`src/clock_gen_defines.vh`:
```
// Purpose: Constants for the clock generator control block
// Assumes: Register index is one quarter of the byte address
// Notes:   Definitions only
`ifndef CLOCK_GEN_DEFINES_VH
`define CLOCK_GEN_DEFINES_VH

// ----------------------------------------
// Register indices and byte addresses
// ----------------------------------------
`define IDX_LOOP_CONTROL   8'h1C
`define IDX_LOOP_BANDWIDTH 8'h1D
`define IDX_LOOP_PROG      8'h1E
`define ADDR_LOOP_CONTROL   8'h70
`define ADDR_LOOP_BANDWIDTH 8'h74
`define ADDR_LOOP_PROG      8'h78

// ----------------------------------------
// Loop control fields
// ----------------------------------------
`define CTL_IRQ_EN_BIT  7
`define CTL_FLAG_BIT    6
`define CTL_PWR_ON_BIT  5
`define CTL_SRC_SEL_BIT 4

// ----------------------------------------
// Bandwidth control fields
// ----------------------------------------
`define BW_AUTO_BIT   7
`define BW_LOCK_BIT   6
`define BW_TRACK_BIT  5

// ----------------------------------------
// Programming fields and reset values
// ----------------------------------------
`define PROG_MULT_HI  7
`define PROG_MULT_LO  4
`define PROG_RANGE_HI 3
`define PROG_RANGE_LO 0
`define PROG_RESET    8'h11
`define PWR_ON_RESET  1'b1
`define AUTO_RESET    1'b0

// ----------------------------------------
// Source switch and nominal VCO centre
// ----------------------------------------
`define SWITCH_EDGES  2'h3
`define NOM_CENTRE_HZ 4915200
`define SRC_CRYSTAL   1'b0
`define SRC_VCO       1'b1
`define SW_RUN        1'b0
`define SW_WAIT       1'b1

`endif

```
`src/pll_clock_generator.v`:
```
// Purpose: Control logic of a crystal/PLL clock generator
// Assumes: Clocks and analog comparisons arrive as pins
// Notes:   Everything runs on ref_clk, pins are resynchronised
//
// Functional notes
// (RULE1) Base clock is crystal or VCO halved
// (RULE2) Oscillator runs only while enabled
// (RULE3) Reference is buffered crystal, undivided
// (RULE4) VCO divided modulo feedback multiplier
// (RULE5) Phase detector emits up/down correction pulses
// (RULE6) Lock detector drives filter mode and lock
// (RULE7) Acquisition mode reads tracking bit zero
// (RULE8) Tracking whenever tracking bit set; code also gates filter_tracking with loop_live
// (RULE9) Auto bit lets detector switch modes
// (RULE10) Auto: tracking bit read-only, tolerance driven
// (RULE11) Auto: settled flag follows lock tolerances
// (RULE12) Auto: interrupt on settled flag toggle
// (RULE13) Manual: tracking bit is writable control
// (RULE14) Software clears tracking bit before power-on
// (RULE15) Software waits acquisition time before tracking
// (RULE16) Software waits lock time before selecting VCO
// (RULE17) Manual: no settled flag, no interrupts
// (RULE18) Software selects VCO only when settled
// (RULE19) Programming: multiplier high, range low nibble
// (RULE20) VCO centre is range times nominal
// (RULE21) Bus clock is quarter of source
// (RULE22) Zero multiplier acts one; zero range disables
// (RULE23) Source switch waits three edges each; VCO edges not awaited while loop idle
// (RULE24) Refuse unsafe select/power-off writes
// (RULE25) Control read clears change flag
// (RULE26) Tolerance comparisons arrive as synced inputs
//
// Implementation choice: the strobed register port.
`timescale 1ns/1ps
`include "clock_gen_defines.vh"

module pll_clock_generator (
  // Clock and reset
  input  wire       ref_clk,
  input  wire       rst_b,
  // Register port
  input  wire [7:0] addr,
  input  wire [7:0] wr_data,
  input  wire       wr_strobe,
  input  wire       rd_strobe,
  output reg  [7:0] rd_data,
  // System integration
  input  wire       oscillator_enable_in,
  output reg        oscillator_run,
  // Clock pins from the analog side
  input  wire       crystal_pin,
  input  wire       vco_clock,
  // Analog tolerance comparisons
  input  wire       within_track_tol,
  input  wire       within_untrack_tol,
  input  wire       within_lock_tol,
  input  wire       within_unlock_tol,
  // Clock outputs
  output reg        crystal_clock,
  output reg        reference_clock,
  output reg        final_reference_clock,
  output reg        vco_feedback_clock,
  output reg        base_clock_out,
  output reg        bus_clock,
  // Loop control outputs
  output reg        vco_enable,
  output reg        filter_tracking,
  output reg        pump_up,
  output reg        pump_down,
  output reg  [3:0] range_mult,
  output reg        loop_irq
);

  // ----------------------------------------
  // Synchronisers
  // ----------------------------------------
  reg [1:0] xtal_sync_reg;   // Crystal pin, two stages
  reg [1:0] vco_sync_reg;    // VCO pin, two stages
  reg [1:0] trk_sync_reg;    // Track tolerance
  reg [1:0] unt_sync_reg;    // Untrack tolerance
  reg [1:0] lck_sync_reg;    // Lock tolerance
  reg [1:0] unl_sync_reg;    // Unlock tolerance
  reg       xtal_prev_reg;   // Edge history, crystal
  reg       vco_prev_reg;    // Edge history, VCO

  // Second stage only is read by logic
  always @(posedge ref_clk) begin
    if (!rst_b) begin
      xtal_sync_reg <= 2'h0;
      vco_sync_reg  <= 2'h0;
      trk_sync_reg  <= 2'h0;
      unt_sync_reg  <= 2'h0;
      lck_sync_reg  <= 2'h0;
      unl_sync_reg  <= 2'h0;
      xtal_prev_reg <= 1'b0;
      vco_prev_reg  <= 1'b0;
    end else begin
      xtal_sync_reg <= {xtal_sync_reg[0], crystal_pin};
      vco_sync_reg  <= {vco_sync_reg[0], vco_clock};
      trk_sync_reg  <= {trk_sync_reg[0], within_track_tol};     // [RULE26]
      unt_sync_reg  <= {unt_sync_reg[0], within_untrack_tol};   // [RULE26]
      lck_sync_reg  <= {lck_sync_reg[0], within_lock_tol};      // [RULE26]
      unl_sync_reg  <= {unl_sync_reg[0], within_unlock_tol};    // [RULE26]
      xtal_prev_reg <= xtal_sync_reg[1];
      vco_prev_reg  <= vco_sync_reg[1];
    end
  end

  // ----------------------------------------
  // Register state
  // ----------------------------------------
  reg       irq_en_reg;      // Loop interrupt enable
  reg       flag_reg;        // Loop change flag
  reg       pwr_on_reg;      // Loop power-on
  reg       src_sel_reg;     // Base source select
  reg       auto_reg;        // Bandwidth self-control
  reg       lock_reg;        // Settled flag
  reg       track_reg;       // Filter tracking bit
  reg [7:0] prog_reg;        // Multiplier and range
  reg       lock_next;       // Settled flag next value
  reg       track_next;      // Tracking bit next value

  wire       xtal_s    = xtal_sync_reg[1];
  wire       vco_s     = vco_sync_reg[1];
  wire       xtal_rise = xtal_s & ~xtal_prev_reg;
  wire       vco_rise  = vco_s & ~vco_prev_reg;
  wire [3:0] mult_raw  = prog_reg[`PROG_MULT_HI:`PROG_MULT_LO];   // [RULE19]
  wire [3:0] range_raw = prog_reg[`PROG_RANGE_HI:`PROG_RANGE_LO]; // [RULE19]
  // Zero multiplier counts as one
  wire [3:0] mult_eff  = (mult_raw == 4'h0) ? 4'h1 : mult_raw;     // [RULE22]
  // Loop works only when on, enabled and range non-zero
  wire       loop_live = pwr_on_reg & (range_raw != 4'h0) & oscillator_enable_in; // [RULE22]

  // Decoded accesses
  wire wr_ctl  = wr_strobe & (addr == `ADDR_LOOP_CONTROL);
  wire wr_bw   = wr_strobe & (addr == `ADDR_LOOP_BANDWIDTH);
  wire wr_prog = wr_strobe & (addr == `ADDR_LOOP_PROG);
  wire rd_ctl  = rd_strobe & (addr == `ADDR_LOOP_CONTROL);

  // ----------------------------------------
  // Control register
  // ----------------------------------------
  reg  pwr_on_next;
  reg  src_sel_next;
  wire wr_pwr = wr_data[`CTL_PWR_ON_BIT];
  wire wr_sel = wr_data[`CTL_SRC_SEL_BIT];

  // Protection against selecting a dead VCO
  always @* begin
    pwr_on_next  = pwr_on_reg;
    src_sel_next = src_sel_reg;
    if (wr_ctl) begin
      // Power-off refused while VCO is the source
      if (wr_pwr || !src_sel_reg)
        pwr_on_next = wr_pwr;                                   // [RULE24]
      // Select refused while loop off or range zero
      if (!wr_sel || (pwr_on_reg && range_raw != 4'h0))
        src_sel_next = wr_sel;                                  // [RULE24]
    end
    // Zero range forces the crystal
    if (range_raw == 4'h0)
      src_sel_next = `SRC_CRYSTAL;                              // [RULE22]
  end

  // Lock change detection, auto mode only
  wire lock_toggle = auto_reg & (lock_reg != lock_next);

  always @(posedge ref_clk) begin
    if (!rst_b) begin
      irq_en_reg  <= 1'b0;
      flag_reg    <= 1'b0;
      pwr_on_reg  <= `PWR_ON_RESET;
      src_sel_reg <= `SRC_CRYSTAL;
    end else begin
      pwr_on_reg  <= pwr_on_next;
      src_sel_reg <= src_sel_next;
      // Enable is not writable in manual mode
      if (!auto_reg)
        irq_en_reg <= 1'b0;                                     // [RULE17]
      else if (wr_ctl)
        irq_en_reg <= wr_data[`CTL_IRQ_EN_BIT];
      // Set wins over read-clear so no toggle is lost
      if (!auto_reg)
        flag_reg <= 1'b0;                                       // [RULE17]
      else if (lock_toggle)
        flag_reg <= 1'b1;                                       // [RULE12]
      else if (rd_ctl)
        flag_reg <= 1'b0;                                       // [RULE25]
    end
  end

  // ----------------------------------------
  // Bandwidth control and lock detector
  // ----------------------------------------
  // Hysteresis: enter on tight, leave on loose tolerance
  always @* begin
    lock_next  = lock_reg;
    track_next = track_reg;
    if (!loop_live) begin
      lock_next  = 1'b0;
      track_next = auto_reg ? 1'b0 : track_reg;
    end else if (auto_reg) begin                                // [RULE9]
      if (lck_sync_reg[1])
        lock_next = 1'b1;                                       // [RULE11]
      else if (!unl_sync_reg[1])
        lock_next = 1'b0;                                       // [RULE11]
      if (trk_sync_reg[1])
        track_next = 1'b1;                                      // [RULE10]
      else if (!unt_sync_reg[1])
        track_next = 1'b0;                                      // [RULE10]
    end else begin
      lock_next = 1'b0;                                         // [RULE17]
    end
    // Manual mode: software owns the tracking bit
    if (!auto_reg && wr_bw)
      track_next = wr_data[`BW_TRACK_BIT];                      // [RULE13]
  end

  always @(posedge ref_clk) begin
    if (!rst_b) begin
      auto_reg  <= `AUTO_RESET;
      lock_reg  <= 1'b0;
      track_reg <= 1'b0;
      prog_reg  <= `PROG_RESET;
    end else begin
      lock_reg  <= lock_next;                                   // [RULE6]
      track_reg <= track_next;                                  // [RULE6]
      if (wr_bw)
        auto_reg <= wr_data[`BW_AUTO_BIT];
      if (wr_prog)
        prog_reg <= wr_data;                                    // [RULE19]
    end
  end

  // ----------------------------------------
  // Read port, data one cycle after strobe
  // ----------------------------------------
  always @(posedge ref_clk) begin
    if (!rst_b) begin
      rd_data <= 8'h00;
    end else if (rd_strobe) begin
      case (addr)
        `ADDR_LOOP_CONTROL:
          rd_data <= {irq_en_reg, flag_reg & auto_reg, pwr_on_reg, src_sel_reg, 4'h0}; // [RULE25]
        `ADDR_LOOP_BANDWIDTH:
          rd_data <= {auto_reg, lock_reg & auto_reg, track_reg, 5'h00}; // [RULE7]
        `ADDR_LOOP_PROG:
          rd_data <= prog_reg;
        default:
          rd_data <= 8'h00;   // Unmapped reads as zero
      endcase
    end else begin
      rd_data <= 8'h00;
    end
  end

  // ----------------------------------------
  // Feedback divider
  // ----------------------------------------
  reg  [3:0] div_cnt_reg;    // VCO edges in current period
  // Five bits so a multiplier of fifteen does not wrap to zero
  wire [4:0] half_sum = {1'b0, mult_eff} + 5'h01;
  wire [3:0] half_n   = half_sum[4:1];

  // Counter wraps at the multiplier; cleared to zero while loop idle
  always @(posedge ref_clk) begin
    if (!rst_b || !loop_live) begin
      div_cnt_reg <= 4'h0;
    end else if (vco_rise) begin
      if (div_cnt_reg >= mult_eff - 4'h1)
        div_cnt_reg <= 4'h0;                                    // [RULE4]
      else
        div_cnt_reg <= div_cnt_reg + 4'h1;                      // [RULE4]
    end
  end

  // ----------------------------------------
  // Phase detector
  // ----------------------------------------
  wire fb_now = (mult_eff == 4'h1) ? vco_s : (div_cnt_reg < half_n);
  reg  fb_prev_reg;          // Feedback edge history

  // Whichever edge comes first opens its pump until the other
  always @(posedge ref_clk) begin
    if (!rst_b || !loop_live) begin
      fb_prev_reg <= 1'b0;
      pump_up     <= 1'b0;
      pump_down   <= 1'b0;
    end else begin
      fb_prev_reg <= fb_now;
      if ((pump_up || xtal_rise) && (pump_down || (fb_now && !fb_prev_reg))) begin
        pump_up   <= 1'b0;                                      // [RULE5]
        pump_down <= 1'b0;                                      // [RULE5]
      end else begin
        if (xtal_rise)
          pump_up <= 1'b1;                                      // [RULE5]
        if (fb_now && !fb_prev_reg)
          pump_down <= 1'b1;                                    // [RULE5]
      end
    end
  end

  // ----------------------------------------
  // Base clock selector
  // ----------------------------------------
  reg       sw_state_reg;    // Run or switching
  reg       src_cur_reg;     // Source now driving base
  reg [1:0] xtal_cnt_reg;    // Crystal edges seen in switch
  reg [1:0] vco_cnt_reg;     // VCO edges seen in switch
  wire      src_edge = (src_cur_reg == `SRC_VCO) ? vco_rise : xtal_rise;
  // A stopped VCO cannot deliver edges; do not wait on it
  wire      vco_done = (vco_cnt_reg == `SWITCH_EDGES) || !loop_live;

  // Hold base still until the crystal, and the VCO if loop live, have ticked three times
  always @(posedge ref_clk) begin
    if (!rst_b) begin
      sw_state_reg   <= `SW_RUN;
      src_cur_reg    <= `SRC_CRYSTAL;
      xtal_cnt_reg   <= 2'h0;
      vco_cnt_reg    <= 2'h0;
      base_clock_out <= 1'b0;
      bus_clock      <= 1'b0;
    end else begin
      case (sw_state_reg)
        `SW_RUN: begin
          xtal_cnt_reg <= 2'h0;
          vco_cnt_reg  <= 2'h0;
          if (src_sel_reg != src_cur_reg) begin
            sw_state_reg <= `SW_WAIT;                           // [RULE23]
          end else if (src_edge && oscillator_enable_in) begin
            base_clock_out <= ~base_clock_out;                  // [RULE1]
            if (!base_clock_out)
              bus_clock <= ~bus_clock;                          // [RULE21]
          end
        end
        `SW_WAIT: begin
          if (xtal_rise && xtal_cnt_reg != `SWITCH_EDGES)
            xtal_cnt_reg <= xtal_cnt_reg + 2'h1;                // [RULE23]
          if (vco_rise && vco_cnt_reg != `SWITCH_EDGES)
            vco_cnt_reg <= vco_cnt_reg + 2'h1;                  // [RULE23]
          if (xtal_cnt_reg == `SWITCH_EDGES && vco_done) begin
            src_cur_reg  <= src_sel_reg;                        // [RULE23]
            sw_state_reg <= `SW_RUN;
          end
        end
        default: sw_state_reg <= `SW_RUN;
      endcase
    end
  end

  // ----------------------------------------
  // Oscillator, reference and loop outputs
  // ----------------------------------------
  always @(posedge ref_clk) begin
    if (!rst_b) begin
      oscillator_run        <= 1'b0;
      crystal_clock         <= 1'b0;
      reference_clock       <= 1'b0;
      final_reference_clock <= 1'b0;
      vco_feedback_clock    <= 1'b0;
      vco_enable            <= 1'b0;
      filter_tracking       <= 1'b0;
      range_mult            <= 4'h0;
      loop_irq              <= 1'b0;
    end else begin
      oscillator_run        <= oscillator_enable_in;            // [RULE2]
      crystal_clock         <= xtal_s & oscillator_enable_in;   // [RULE2]
      reference_clock       <= xtal_s & oscillator_enable_in;   // [RULE3]
      final_reference_clock <= reference_clock;                 // [RULE3]
      vco_feedback_clock    <= fb_now & loop_live;              // [RULE4]
      vco_enable            <= loop_live;                       // [RULE22]
      // Analog side centres the VCO at range times nominal
      range_mult            <= range_raw;                       // [RULE20]
      // Clear bit means acquisition, set means tracking
      filter_tracking       <= track_reg & loop_live;           // [RULE8]
      loop_irq              <= flag_reg & irq_en_reg & auto_reg; // [RULE12] [RULE17]
    end
  end

endmodule // pll_clock_generator

```
`config.mk`:
```
export PLATFORM = sky130hd
export DESIGN_NAME = pll_clock_generator
export DESIGN_NICKNAME = d
export VERILOG_FILES = /design/src/pll_clock_generator.v
export VERILOG_INCLUDE_DIRS = /design/src /design/src/src
export SDC_FILE = /design/constraint.sdc
export NUM_CORES = 1
export LEC_CHECK = 0
export ABC_CLOCK_PERIOD_IN_PS = 2900
export BUFFER_PORTS_ARGS = -buffer_cell sky130_fd_sc_hd__buf_2
export CAP_MARGIN = 10
export CORE_ASPECT_RATIO = 0.7
export CORE_UTILIZATION = 50
export CTS_BUF_LIST = sky130_fd_sc_hd__clkbuf_8
export DETAILED_ROUTE_END_ITERATION = 10
export GPL_TIMING_DRIVEN = 0
export PLACE_DENSITY = 0.72
export SLEW_MARGIN = 0
export SYNTH_ARGS = -nofsm -noshare
export SYNTH_HDL_FRONTEND = slang
export SYNTH_SLANG_ARGS = --single-unit
```
`constraint.sdc`:
```
create_clock -name ref_clk -period 2.9 [get_ports ref_clk]
set_input_delay 0.145 -clock ref_clk [delete_from_list [all_inputs] [get_ports ref_clk]]
set_output_delay 0.145 -clock ref_clk [all_outputs]
set_load 0.05 [all_outputs]
```
==> results of run 1 <==
routing by layer:
metal / part of all wire (%) / GRT usage [%] / up-vias
li1: - / - / 1076
met1: 51 / 27.68 / 920
met2: 42 / 32.02 / 62
met3: 5.4 / 8.058 / 8
met4: 1.4 / 8.468 / 0
met5: 0 / 0 / -
where the power goes:
part | total (mW) | internal (mW) | switching (mW)
Combinational | 0.105 | 0.0439 | 0.0611
Sequential | 0.885 | 0.879 | 0.00603
Clock | 0.918 | 0.573 | 0.345
Total | 1.91 | 1.50 | 0.412
layout make-up:
type | count | area share (%)
Sequential cell | 63 | 38.93
Tap cell | 69 | 2.665
Clock inverter | 7 | 3.747
Timing Repair Buffer | 54 | 9.270
Multi-Input combinational cell | 188 | 38.39
Clock buffer | 9 | 3.824
Buffer | 13 | 2.124
Inverter | 9 | 1.043
logic make-up after synthesis:
logic type | after synthesis | synth area share [%]
buf+inv | 22 | 3.934
fa+ha+maj | 12 | 5.758
flops | 63 | 48.37
simple gates | 119 | 24.90
xor+xnor | 10 | 3.359
mux | 8 | 3.119
compound gates | 39 | 10.56
per-stage QoR:
| step | area [um^2] | power, mW | hold WS, ps | utilization, % | cells |
|---|---|---|---|---|---|
| after detailed placement | 2934 | 1.002 | 354.1 | 60.04 | 390 |
| after global routing | 3239 | 1.984 | 41.22 | 66.28 | 412 |
| after floorplan | 2608 | 0.9646 | 266.7 | - | 273 |
| after global placement | 2934 | 1.001 | 349.9 | 60.04 | 390 |
| final | 3239 | 1.908 | 47.05 | 66.28 | 412 |
| after CTS | 3239 | 1.924 | 33.15 | 66.28 | 412 |
path summary, 6_finish.rpt:
check             cells after the start               to  slack, ps            start
hold reg to reg                       1  vco_sync_reg[1]        430  vco_sync_reg[0]
hold / removal                        3      prog_reg[0]         50       wr_data[0]
setup reg to reg                     11   div_cnt_reg[0]        400      prog_reg[6]
setup / recovery                     11   div_cnt_reg[0]        400      prog_reg[6]
placed cells by master (no fill, tap or decap), types with 7 or more instances in the layout:
cell type	instances
dfxtp_1	63
buf_2	49
and2_1	27
nor2_1	22
nand2_1	18
nand3_1	17
ha_1	12
clkbuf_1	9
inv_1	9
a21oi_1	9
clkbuf_8	9
mux2i_1	7
repair_timing:
item                                   CTS  global route
gates resized for setup                  0             0
endpoints found under the hold margin    6             0
hold buffers                             6             0
worst reg2reg max path: stages (launching register included):
cell      delay, ps
dfxtp_1         310
clkbuf_1        340
nor3_1          100
or2_2           300
inv_1            80
ha_1            160
xnor2_1         130
ha_1            270
a21o_1          180
a31oi_1         180
o211ai_1        200
nor2_1          170
==> results.md, run 1 <==
* Status: finished, final reports clean
* Total routed wirelength at roughly 5200 um
* Fill count at between 400 and 500
* Synth cell types at 48
* Num CTS Buffers at 9
* Most instantiated cells after synthesis: dfxtp_1 (63), and2_1 (27), nor2_1 (22)
* Final TNS setup at 0 ps
* Sequential area share after synthesis at 48.37%
* FMAX at 0.4005 GHz
* Largest net degree at the start of global routing at 13
* Hold crit path type: input pin to flip-flop
* Iteration-0 DRC Markers at 89
* Worst stage delay on the critical path at around 340 ps
* H-tree levels at 3
* GP Congestion at between 0.8 and 0.9
* CP Class: flip-flop to flip-flop
* Die extent in x at between 80 and 90 um
* Max IR drop VDD at 0.0003394 V
* Dpl hpwl at around 3700 um
* Worst-path clk slew at 70 ps
* Critical path's most frequent cell: ha_1
* Syn Nets at 312
* Via Count at roughly 2,100
* CP bufs+invs at 2
* Area Growth Syn to Fin at 24.23%
* Multi-input logic area at roughly 0.0012 mm^2
* Crit path max-delay family: simple AND/OR/NAND/NOR gates
* Die Y-Extent at 62.42 um
* Yosys reg bits at 63
* Post-synth EDFFs at 0
* Critical path fanouts, max at 9
* Die area at 0.005513 mm^2
* Antenna violations before repair at 0
* Slew Viols, Final at 0
* Antenna Cells at 0
* Slowest cell on crit path: clkbuf_1
* Max clock buf depth at 2
* Share of cells above drive strength 1 at a little over a fifth
* Fin Clk Skew at roughly 9.7 ps
* WL per Instance at 12.54 um
* All-Layer GR Usage at about a fifth
* CTS root buf: clkbuf_8
* Cell taking the most area after synthesis: dfxtp_1
* Top-count cell post-synth: dfxtp_1
* Total Nets Final at 377
* Setup bufs post-CTS at 0
* Avg Cell Area, Syn at 9.551 um^2
* Post-Syn Area at roughly 0.0026 mm^2
* Worst EP required at 3170 ps
* Total grt overflow at 0
* MaxCap Viol Count at 0
* Register area at 0.001261 mm^2
* Drt drc at 0
* Final setup violation count at 0
* FP Rows at 21
* Minimum clock period at 2497 ps
* CP Capture Type: flip-flop
* Worst rel slew slack at 39.06%
* I/O Pins at 51
* Startpoint Class: flip-flop
* Worst-margin pin slew at 901.4 ps
* Final hold violations at 0
* Ys async rst share at 0%
* Clock sinks at 63
* Final period utilization at around 86%
* Static Leak at 1.388 nW
* Final setup margin at about 400 ps
* Antenna Nets Post-Route at 0
* CTS tree: yes
* Ys Warns at 0
* Synth area leaders: dfxtp_1 (48%), and2_1 (6.5%), ha_1 (5.8%)
* Syn Inst Count at between 200 and 300
* Worst skew pair latency at 340 ps
* Pre-CTS WS at 394.7 ps
* Share of the synthesized area in the top cell type at 48.37%
* Top_reg_cell synth: dfxtp_1
* First-pass GRT wire length at 8769 um
* Worst Path Arrival at 2770 ps
* Port Buffers at 48
* RSZ-0062 raised after global routing: no
* Initial Util at 53.35%
* Vias in the first global route at 1,928
* PwrDens at 589.0 mW/mm^2
* Avg Vias per Cell at 5.015
* Crit-path cells: clkbuf_1, nor3_1, or2_2, inv_1, ha_1, xnor2_1, ha_1, a21o_1, a31oi_1, o211ai_1, nor2_1
* Area of the core at around 0.0049 mm^2
* First-pass DRT Iterations at 4
Note: power is estimated with default switching activity, not from simulation.
==> inputs of run 2 (changes only) <==
- CELL_PAD_IN_SITES_DETAIL_PLACEMENT: not set -> 0
- CELL_PAD_IN_SITES_GLOBAL_PLACEMENT: not set -> 1
- CORE_UTILIZATION: 50 -> 43
- PLACE_DENSITY: 0.72 -> 0.8
==> results.md, run 2 (synthesized netlist as in run 1, its figures left out) <==
* Final setup violation count at 0 (unchanged)
* Pint at 1.320 mW (-12%)
* Reg power frac at 50.9% (+4.5 points)
* Port Buffers at 48 (unchanged)
* PwrDens at 543.6 mW/mm^2 (-7.7%)
* Total grt overflow at 0 (unchanged)
* Crit. Startpoint: prog_reg[6]
* Setup bufs post-CTS at 0 (unchanged)
* Dpl hpwl at 4136 um (+11%)
* Iteration-0 DRC Markers at 47 (-47%)
* Final hold violations at 0 (unchanged)
* Worst stage delay on the critical path at 370 ps (+30 ps)
* CTS tree: yes
* Crit-path cells: clkbuf_1, nor3_1, or2_2, inv_1, ha_1, xnor2_1, ha_1, a21o_1, a31oi_1, o211ai_1, nor2_1
* CP Class: flip-flop to flip-flop
* FP Rows at 23 (+9.5%)
* Die area at 0.006384 mm^2 (+16%)
* First-pass DRT Iterations at 4 (unchanged)
* CTS root buf: clkbuf_8
* Via Count at 2,088 (+1.1%)
* Die extent in x at 95.08 um (+7.7%)
* Drt drc at 0 (unchanged)
* Critical path fanouts, max at 9 (unchanged)
* Max clock buf depth at 2 (unchanged)
* RSZ-0062 raised after global routing: no
* Reg2reg path depth at 11 (unchanged)
* WL per Instance at 13.26 um (+5.7%)
* Fin Clk Skew at 5.234 ps (-4.437 ps)
* Cts hold-fix bufs at 6 (unchanged)
* Sw power at 419.5 uW (+1.8%)
* Final period utilization at 85.85% (-0.25 points)
* H-tree levels at 3 (unchanged)
* # resized after CTS at 0 (unchanged)
* Worst-margin pin slew at 917.8 ps (+16.35 ps)
* Final setup margin at 410.4 ps (+7.363 ps)
* Clock sinks at 63 (unchanged)
* Worst rel slew slack at 37.95% (-1.1 points)
* All-Layer GR Usage at 19.66% (-1.7 points)
* Worst EP required at 3180 ps (about the same)
* Critical path's most frequent cell: ha_1
* Final TNS setup at 0 ps (unchanged)
* Hold crit path type: input pin to flip-flop
* Fill count at 551 (+35%)
* Num CTS Buffers at 9 (unchanged)
* Max IR drop VDD at 0.0003691 V (+8.8%)
* CP Capture Type: flip-flop
* Vias in the first global route at 1,945 (+0.88%)
* I/O Pins at 51 (unchanged)
* FF-to-FF setup slack at 410 ps (about the same)
* Total Nets Final at 377 (unchanged)
* FMAX at 0.4017 GHz (+0.30%)
* Combinational share of power at 6.1% (+0.6 points)
* Startpoint Class: flip-flop
* Commonest cells after routing, fill and taps aside: dfxtp_1 (63), buf_2 (49), and2_1 (27)
* Worst Path Arrival at 2770 ps (about the same)
* Slowest cell on crit path: clkbuf_1
* Worst reg2reg path startpoint: prog_reg[6]
* Minimum clock period at 2490 ps (-7.363 ps)
* Antenna Nets Post-Route at 0 (unchanged)
* Initial Util at 45.08% (-8.3 points)
* Reg-to-Reg End: div_cnt_reg[0]
* Total routed wirelength at 5544 um (+7.3%)
* Largest net degree at the start of global routing at 13 (unchanged)
* Antenna Cells at 0 (unchanged)
* Area Growth Syn to Fin at 22.70%
* Antenna violations before repair at 0 (unchanged)
* MaxCap Viol Count at 0 (unchanged)
* Status: finished, final reports clean
* Worst skew pair latency at 350 ps (about the same)
* Pre-CTS WS at 405.5 ps (+10.80 ps)
* Crit path capture: div_cnt_reg[0]
* GP Congestion at 0.7933 (-2.8%)
* Area of the core at 0.005784 mm^2 (+18%)
* First-pass GRT wire length at 9163 um (+4.5%)
* Power share of the clock group at 43.1% (-5.0 points)
* Worst-path clk slew at 70 ps (about the same)
* Share of cells above drive strength 1 at 21.57% (unchanged)
* Avg Vias per Cell at 4.995 (-0.39%)
* Die Y-Extent at 67.15 um (+7.6%)
* Most common cell after layout, fill and taps aside: dfxtp_1
* Static Leak at 1.364 nW (-1.7%)
* Sw frac at 24.12% (+2.5 points)
* Slew Viols, Final at 0 (unchanged)
==> run 2: cell count changes in the layout (fill, tap and decap cells not counted) <==
cell	change
bufinv_16	-2
clkinv_2	+1
clkinvlp_4	+1
==> run 2: area by class of cell <==
cell class              instances  area (um^2)  area share [%]
plain buffers                  13        68.82           2.151
clock inverters                 7        73.82           2.307
repair buffers                 54        300.3           9.386
well taps                      75        93.84           2.933
clock buffers                   9        123.9           3.872
flip-flops and latches         63         1261           39.42
inverters                       9        33.78           1.056
multi-input cells             188         1244           38.87
==> run 2: routing by layer <==
metal / GRT usage (%) / routed length, um
met5: 0 / 0
met4: 8.144 / 93
met3: 7.095 / 289
met2: 30.45 / 2401
met1: 24.88 / 2760
==> run 2: worst max-delay path, delay by kind of cell, from the launching register on <==
kind / cells / cell delay [ps]
AOI/OAI and AO/OA: 3 / 590
xor gates and xnor gates: 1 / 110
adders and majority gates: 2 / 420
buffers and inverters: 2 / 450
DFF: 1 / 310
and+or+nand+nor: 3 / 560
==> run 2: worst min path at each step <==
stage                         startpoint                to  cells after the start
floorplan           oscillator_enable_in    oscillator_run                      1
global placement             crystal_pin  xtal_sync_reg[0]                      2
detailed placement      within_track_tol   trk_sync_reg[0]                      2
CTS                           wr_data[0]       prog_reg[0]                      3
global route                  wr_data[0]       prog_reg[0]                      3
finish                        wr_data[0]       prog_reg[0]                      3
==> run 2: power groups by stage <==
| stage | Combinational [mW] | Sequential [mW] | Clock (mW) |
|---|---|---|---|
| after floorplan | 0.0453 | 0.919 | 0 |
| after global placement | 0.0984 | 0.904 | 0 |
| after detailed placement | 0.0993 | 0.905 | 0 |
| after CTS | 0.106 | 0.885 | 0.769 |
| after global routing | 0.117 | 0.886 | 0.811 |
| final | 0.106 | 0.885 | 0.749 |
==> run 2: stage by stage <==
stage                     cells  area (um^2)  util, %  total power, mW  hold WS, ps
final                       418         3199    55.31            1.739        48.95
after global routing        418         3199    55.31            1.814        54.14
after CTS                   418         3199    55.31            1.760        30.71
after detailed placement    396         2942    50.85            1.004        353.1
after global placement      396         2942    50.85            1.003        349.6
after floorplan             273         2608        -           0.9646        266.7
==> inputs of run 3 (changes only) <==
- ABC_AREA: not set -> 1
- ABC_CLOCK_PERIOD_IN_PS: 2900 -> not set
- CORE_UTILIZATION: 43 -> 41
==> results.md, run 3 <==
* WHS Path Cells at 3 (unchanged)
* Post-Syn Area at 0.002721 mm^2 (+4.4%)
* First-pass DRT Iterations at 4 (unchanged)
* Slew Viols, Final at 0 (unchanged)
* Worst-margin pin slew at 469.2 ps (-448.5 ps)
* Sw frac at 23.41% (-0.71 points)
* Critical path fanouts, max at 6 (-3)
* I/O Pins at 51 (unchanged)
* Fin Clk Skew at 4.971 ps (-0.2627 ps)
* Syn Inst Count at 352 (+29%)
* FP Rows at 24 (+4.3%)
* Ys Warns at 0 (unchanged)
* Initial Util at 43.15% (-1.9 points)
* Clock sinks at 63 (unchanged)
* CTS root buf: clkbuf_8
* Critical path's most frequent cell: inv_1
* Startpoint Class: flip-flop
* Commonest cells after routing, fill and taps aside: inv_1 (71), nand2_1 (65), dfxtp_1 (63)
* Num CTS Buffers at 9 (unchanged)
* Power share of the clock group at 43.8% (+0.7 points)
* Total grt overflow at 0 (unchanged)
* Met2 WL at 2296 um (-4.4%)
* Sw power at 415.6 uW (-0.92%)
* Hold crit path type: input pin to flip-flop
* Iteration-0 DRC Markers at 105 (+120%)
* Crit-path cells: buf_2, inv_1, a31oi_1, inv_1, ha_1, inv_1, ha_1, inv_1, o21bai_1, nand3_1, nand3_1, nand2_1, nand2_1, nor3_1
* First-pass GRT wire length at 9625 um (+5.0%)
* CP Class: flip-flop to flip-flop
* Port Buffers at 49 (+2.1%)
* Avg Cell Area, Syn at 7.731 um^2 (-19%)
* Max clock buf depth at 2 (unchanged)
* Syn Nets at 391 (+25%)
* Dpl hpwl at 4400 um (+6.4%)
* Most common cell after layout, fill and taps aside: inv_1
* Worst stage delay on the critical path at 300 ps (-70 ps)
* DP Area at 0.003064 mm^2 (+4.2%)
* Worst skew pair latency at 340 ps (about the same)
* Worst rel slew slack at 68.72% (+31 points)
* Yosys reg bits at 63 (unchanged)
* Reg power frac at 49.8% (-1.1 points)
* Synth cell types at 35 (-27%)
* Worst reg2reg path startpoint: prog_reg[6]
* Antenna Nets Post-Route at 0 (unchanged)
* Minimum clock period at 2294 ps (-195.4 ps)
* MaxCap Viol Count at 0 (unchanged)
* Ys async rst share at 0% (unchanged)
* Drt drc at 0 (unchanged)
* DR WL met3 at 275 um (-4.8%)
* PwrDens at 533.0 mW/mm^2 (-2.0%)
* Crit. Startpoint: prog_reg[6]
* Avg Vias per Cell at 4.569 (-8.5%)
* H-tree levels at 3 (unchanged)
* CTS tree: yes
* Worst EP required at 3130 ps (-50 ps)
* WL per Instance at 11.49 um (-13%)
* Synth area leaders: dfxtp_1 (46%), inv_1 (9.8%), nand2_1 (9.0%)
* Status: finished, final reports clean
* Worst hold path startpoint: wr_data[0]
* Share of cells above drive strength 1 at 21.51% (-0.061 points)
* Cell taking the most area after synthesis: dfxtp_1
* FMAX at 0.4359 GHz (+8.5%)
* # resized after CTS at 0 (unchanged)
* Final TNS setup at 0 ps (unchanged)
* Worst-path clk slew at 70 ps (about the same)
* Area of the core at 0.006306 mm^2 (+9.0%)
* Antenna Cells at 0 (unchanged)
* Max IR drop VDD at 0.0003173 V (-14%)
* Area Growth Syn to Fin at 22.44%
* Setup bufs post-CTS at 0 (unchanged)
* GP Congestion at 0.7937 (about the same)
* Antenna violations before repair at 0 (unchanged)
* All-Layer GR Usage at 18.44% (-1.2 points)
* Worst Path Arrival at 2530 ps (-240 ps)
* Final hold violations at 0 (unchanged)
* Endpoint, Worst Hold: prog_reg[0]
* Vias in the first global route at 2,072 (+6.5%)
* Final setup violation count at 0 (unchanged)
* Slowest cell on crit path: dfxtp_1
* Die area at 0.006973 mm^2 (+9.2%)
* WL met1 at 3111 um (+13%)
* Share of the synthesized area in the top cell type at 46.34% (-2.0 points)
* Post-synth EDFFs at 0 (unchanged)
* Final Cell Area at 0.003332 mm^2 (+4.1%)
* Total routed wirelength at 5757 um (+3.8%)
* Die extent in x at 99.38 um (+4.5%)
* Via Count at 2,289 (+9.6%)
* FF-to-FF setup slack at 610 ps (+200 ps)
* Most instantiated cells after synthesis: inv_1 (71), nand2_1 (65), dfxtp_1 (63)
* RSZ-0062 raised after global routing: no
* Top Metal Used: met4
* Die Y-Extent at 70.17 um (+4.5%)
* Top_reg_cell synth: dfxtp_1
* Largest net degree at the start of global routing at 12 (-1)
* Top-count cell post-synth: inv_1
* Total Nets Final at 457 (+21%)
* CP Capture Type: flip-flop
* Combinational share of power at 6.3% (+0.2 points)
* Static Leak at 1.688 nW (+24%)
* Reg-to-Reg End: div_cnt_reg[3]
* Final period utilization at 79.11% (-6.7 points)
* Reg2reg path depth at 14 (+3)
* Sequential area share after synthesis at 46.34% (-2.0 points)
* Pint at 1.360 mW (+3.1%)
## run 3: changes by cell type after synthesis, moves of 6 or more
cell / before / now
nor3_1: 4 / 10
nand2_1: 18 / 65
clkbuf_1: 9 / 2
a21boi_1: 6 / 0
o21ai_0: 3 / 18
inv_1: 9 / 71
a21oi_1: 9 / 20
mux2i_1: 7 / 0
and2_1: 27 / 0
## run 3: per-stage QoR
step / worst slack (ps) / std cells / hold slack, ps / util [%] / total power, mW
after CTS: 616.7 / 501 / 19.85 / 52.84 / 1.803
after detailed placement: 631.5 / 479 / 329.0 / 48.59 / 1.012
after floorplan: 907.0 / 352 / 242.6 / - / 0.9705
after global routing: 412.6 / 501 / 34.51 / 52.84 / 1.852
after global placement: 648.1 / 479 / 324.5 / 48.59 / 1.010
final: 605.7 / 501 / 37.59 / 52.84 / 1.776
## run 3: worst max path at each step
stage	endpoint	cells after the start
global route	div_cnt_reg[3]	14
CTS	div_cnt_reg[3]	14
floorplan	div_cnt_reg[3]	14
detailed placement	div_cnt_reg[3]	14
finish	div_cnt_reg[3]	14
global placement	div_cnt_reg[3]	14
## run 3: timing repair
action                                  in CTS  in global routing
hold buffers                                 6                  0
endpoints found under the setup margin       0                  0
endpoints found under the hold margin        6                  0
## run 3: cell families (layout without fill, tap and decap cells)
kind of cell,after synthesis,count (layout),share of synthesized area [%]
AO/OA/AOI/OAI,57,57,12.32
AND/OR/NAND/NOR,139,139,23.72
adder cells (fa/ha/maj),12,12,5.517
XOR/XNOR,2,2,0.6438
flip-flops,63,63,46.34
buffers and inverters,79,150,11.45
## run 3: per-layer routing
layer / vias up / GRT usage, %
met3: 6 / 7.508
met2: 53 / 25.46
li1: 1244 / -
met5: - / 0
met4: 0 / 6.373
met1: 986 / 25.72
## run 3: power groups by stage
stage,registers [mW],clock network (mW),logic (mW)
final,0.885,0.778,0.112
after global routing,0.886,0.840,0.127
after CTS,0.885,0.804,0.113
after detailed placement,0.905,0,0.107
after global placement,0.904,0,0.106
after floorplan,0.920,0,0.0507
## run 3: critical path: cells and delay by family, from the launching register on
kind | cells | cell delay [ps]
AND/OR/NAND/NOR | 5 | 430
AO/OA/AOI/OAI | 2 | 420
buffers and inverters | 5 | 450
flip-flops | 1 | 300
adder cells (fa/ha/maj) | 2 | 580
## run 3: final cells by class
cell class	count	area (um^2)
Multi-Input combinational cell	210	1149
Tap cell	78	97.59
Sequential cell	63	1261
Clock inverter	5	56.30
Fill cell	618	2974
Clock buffer	11	151.4
Timing Repair Buffer	55	305.3
Inverter	72	270.3
Buffer	7	41.29
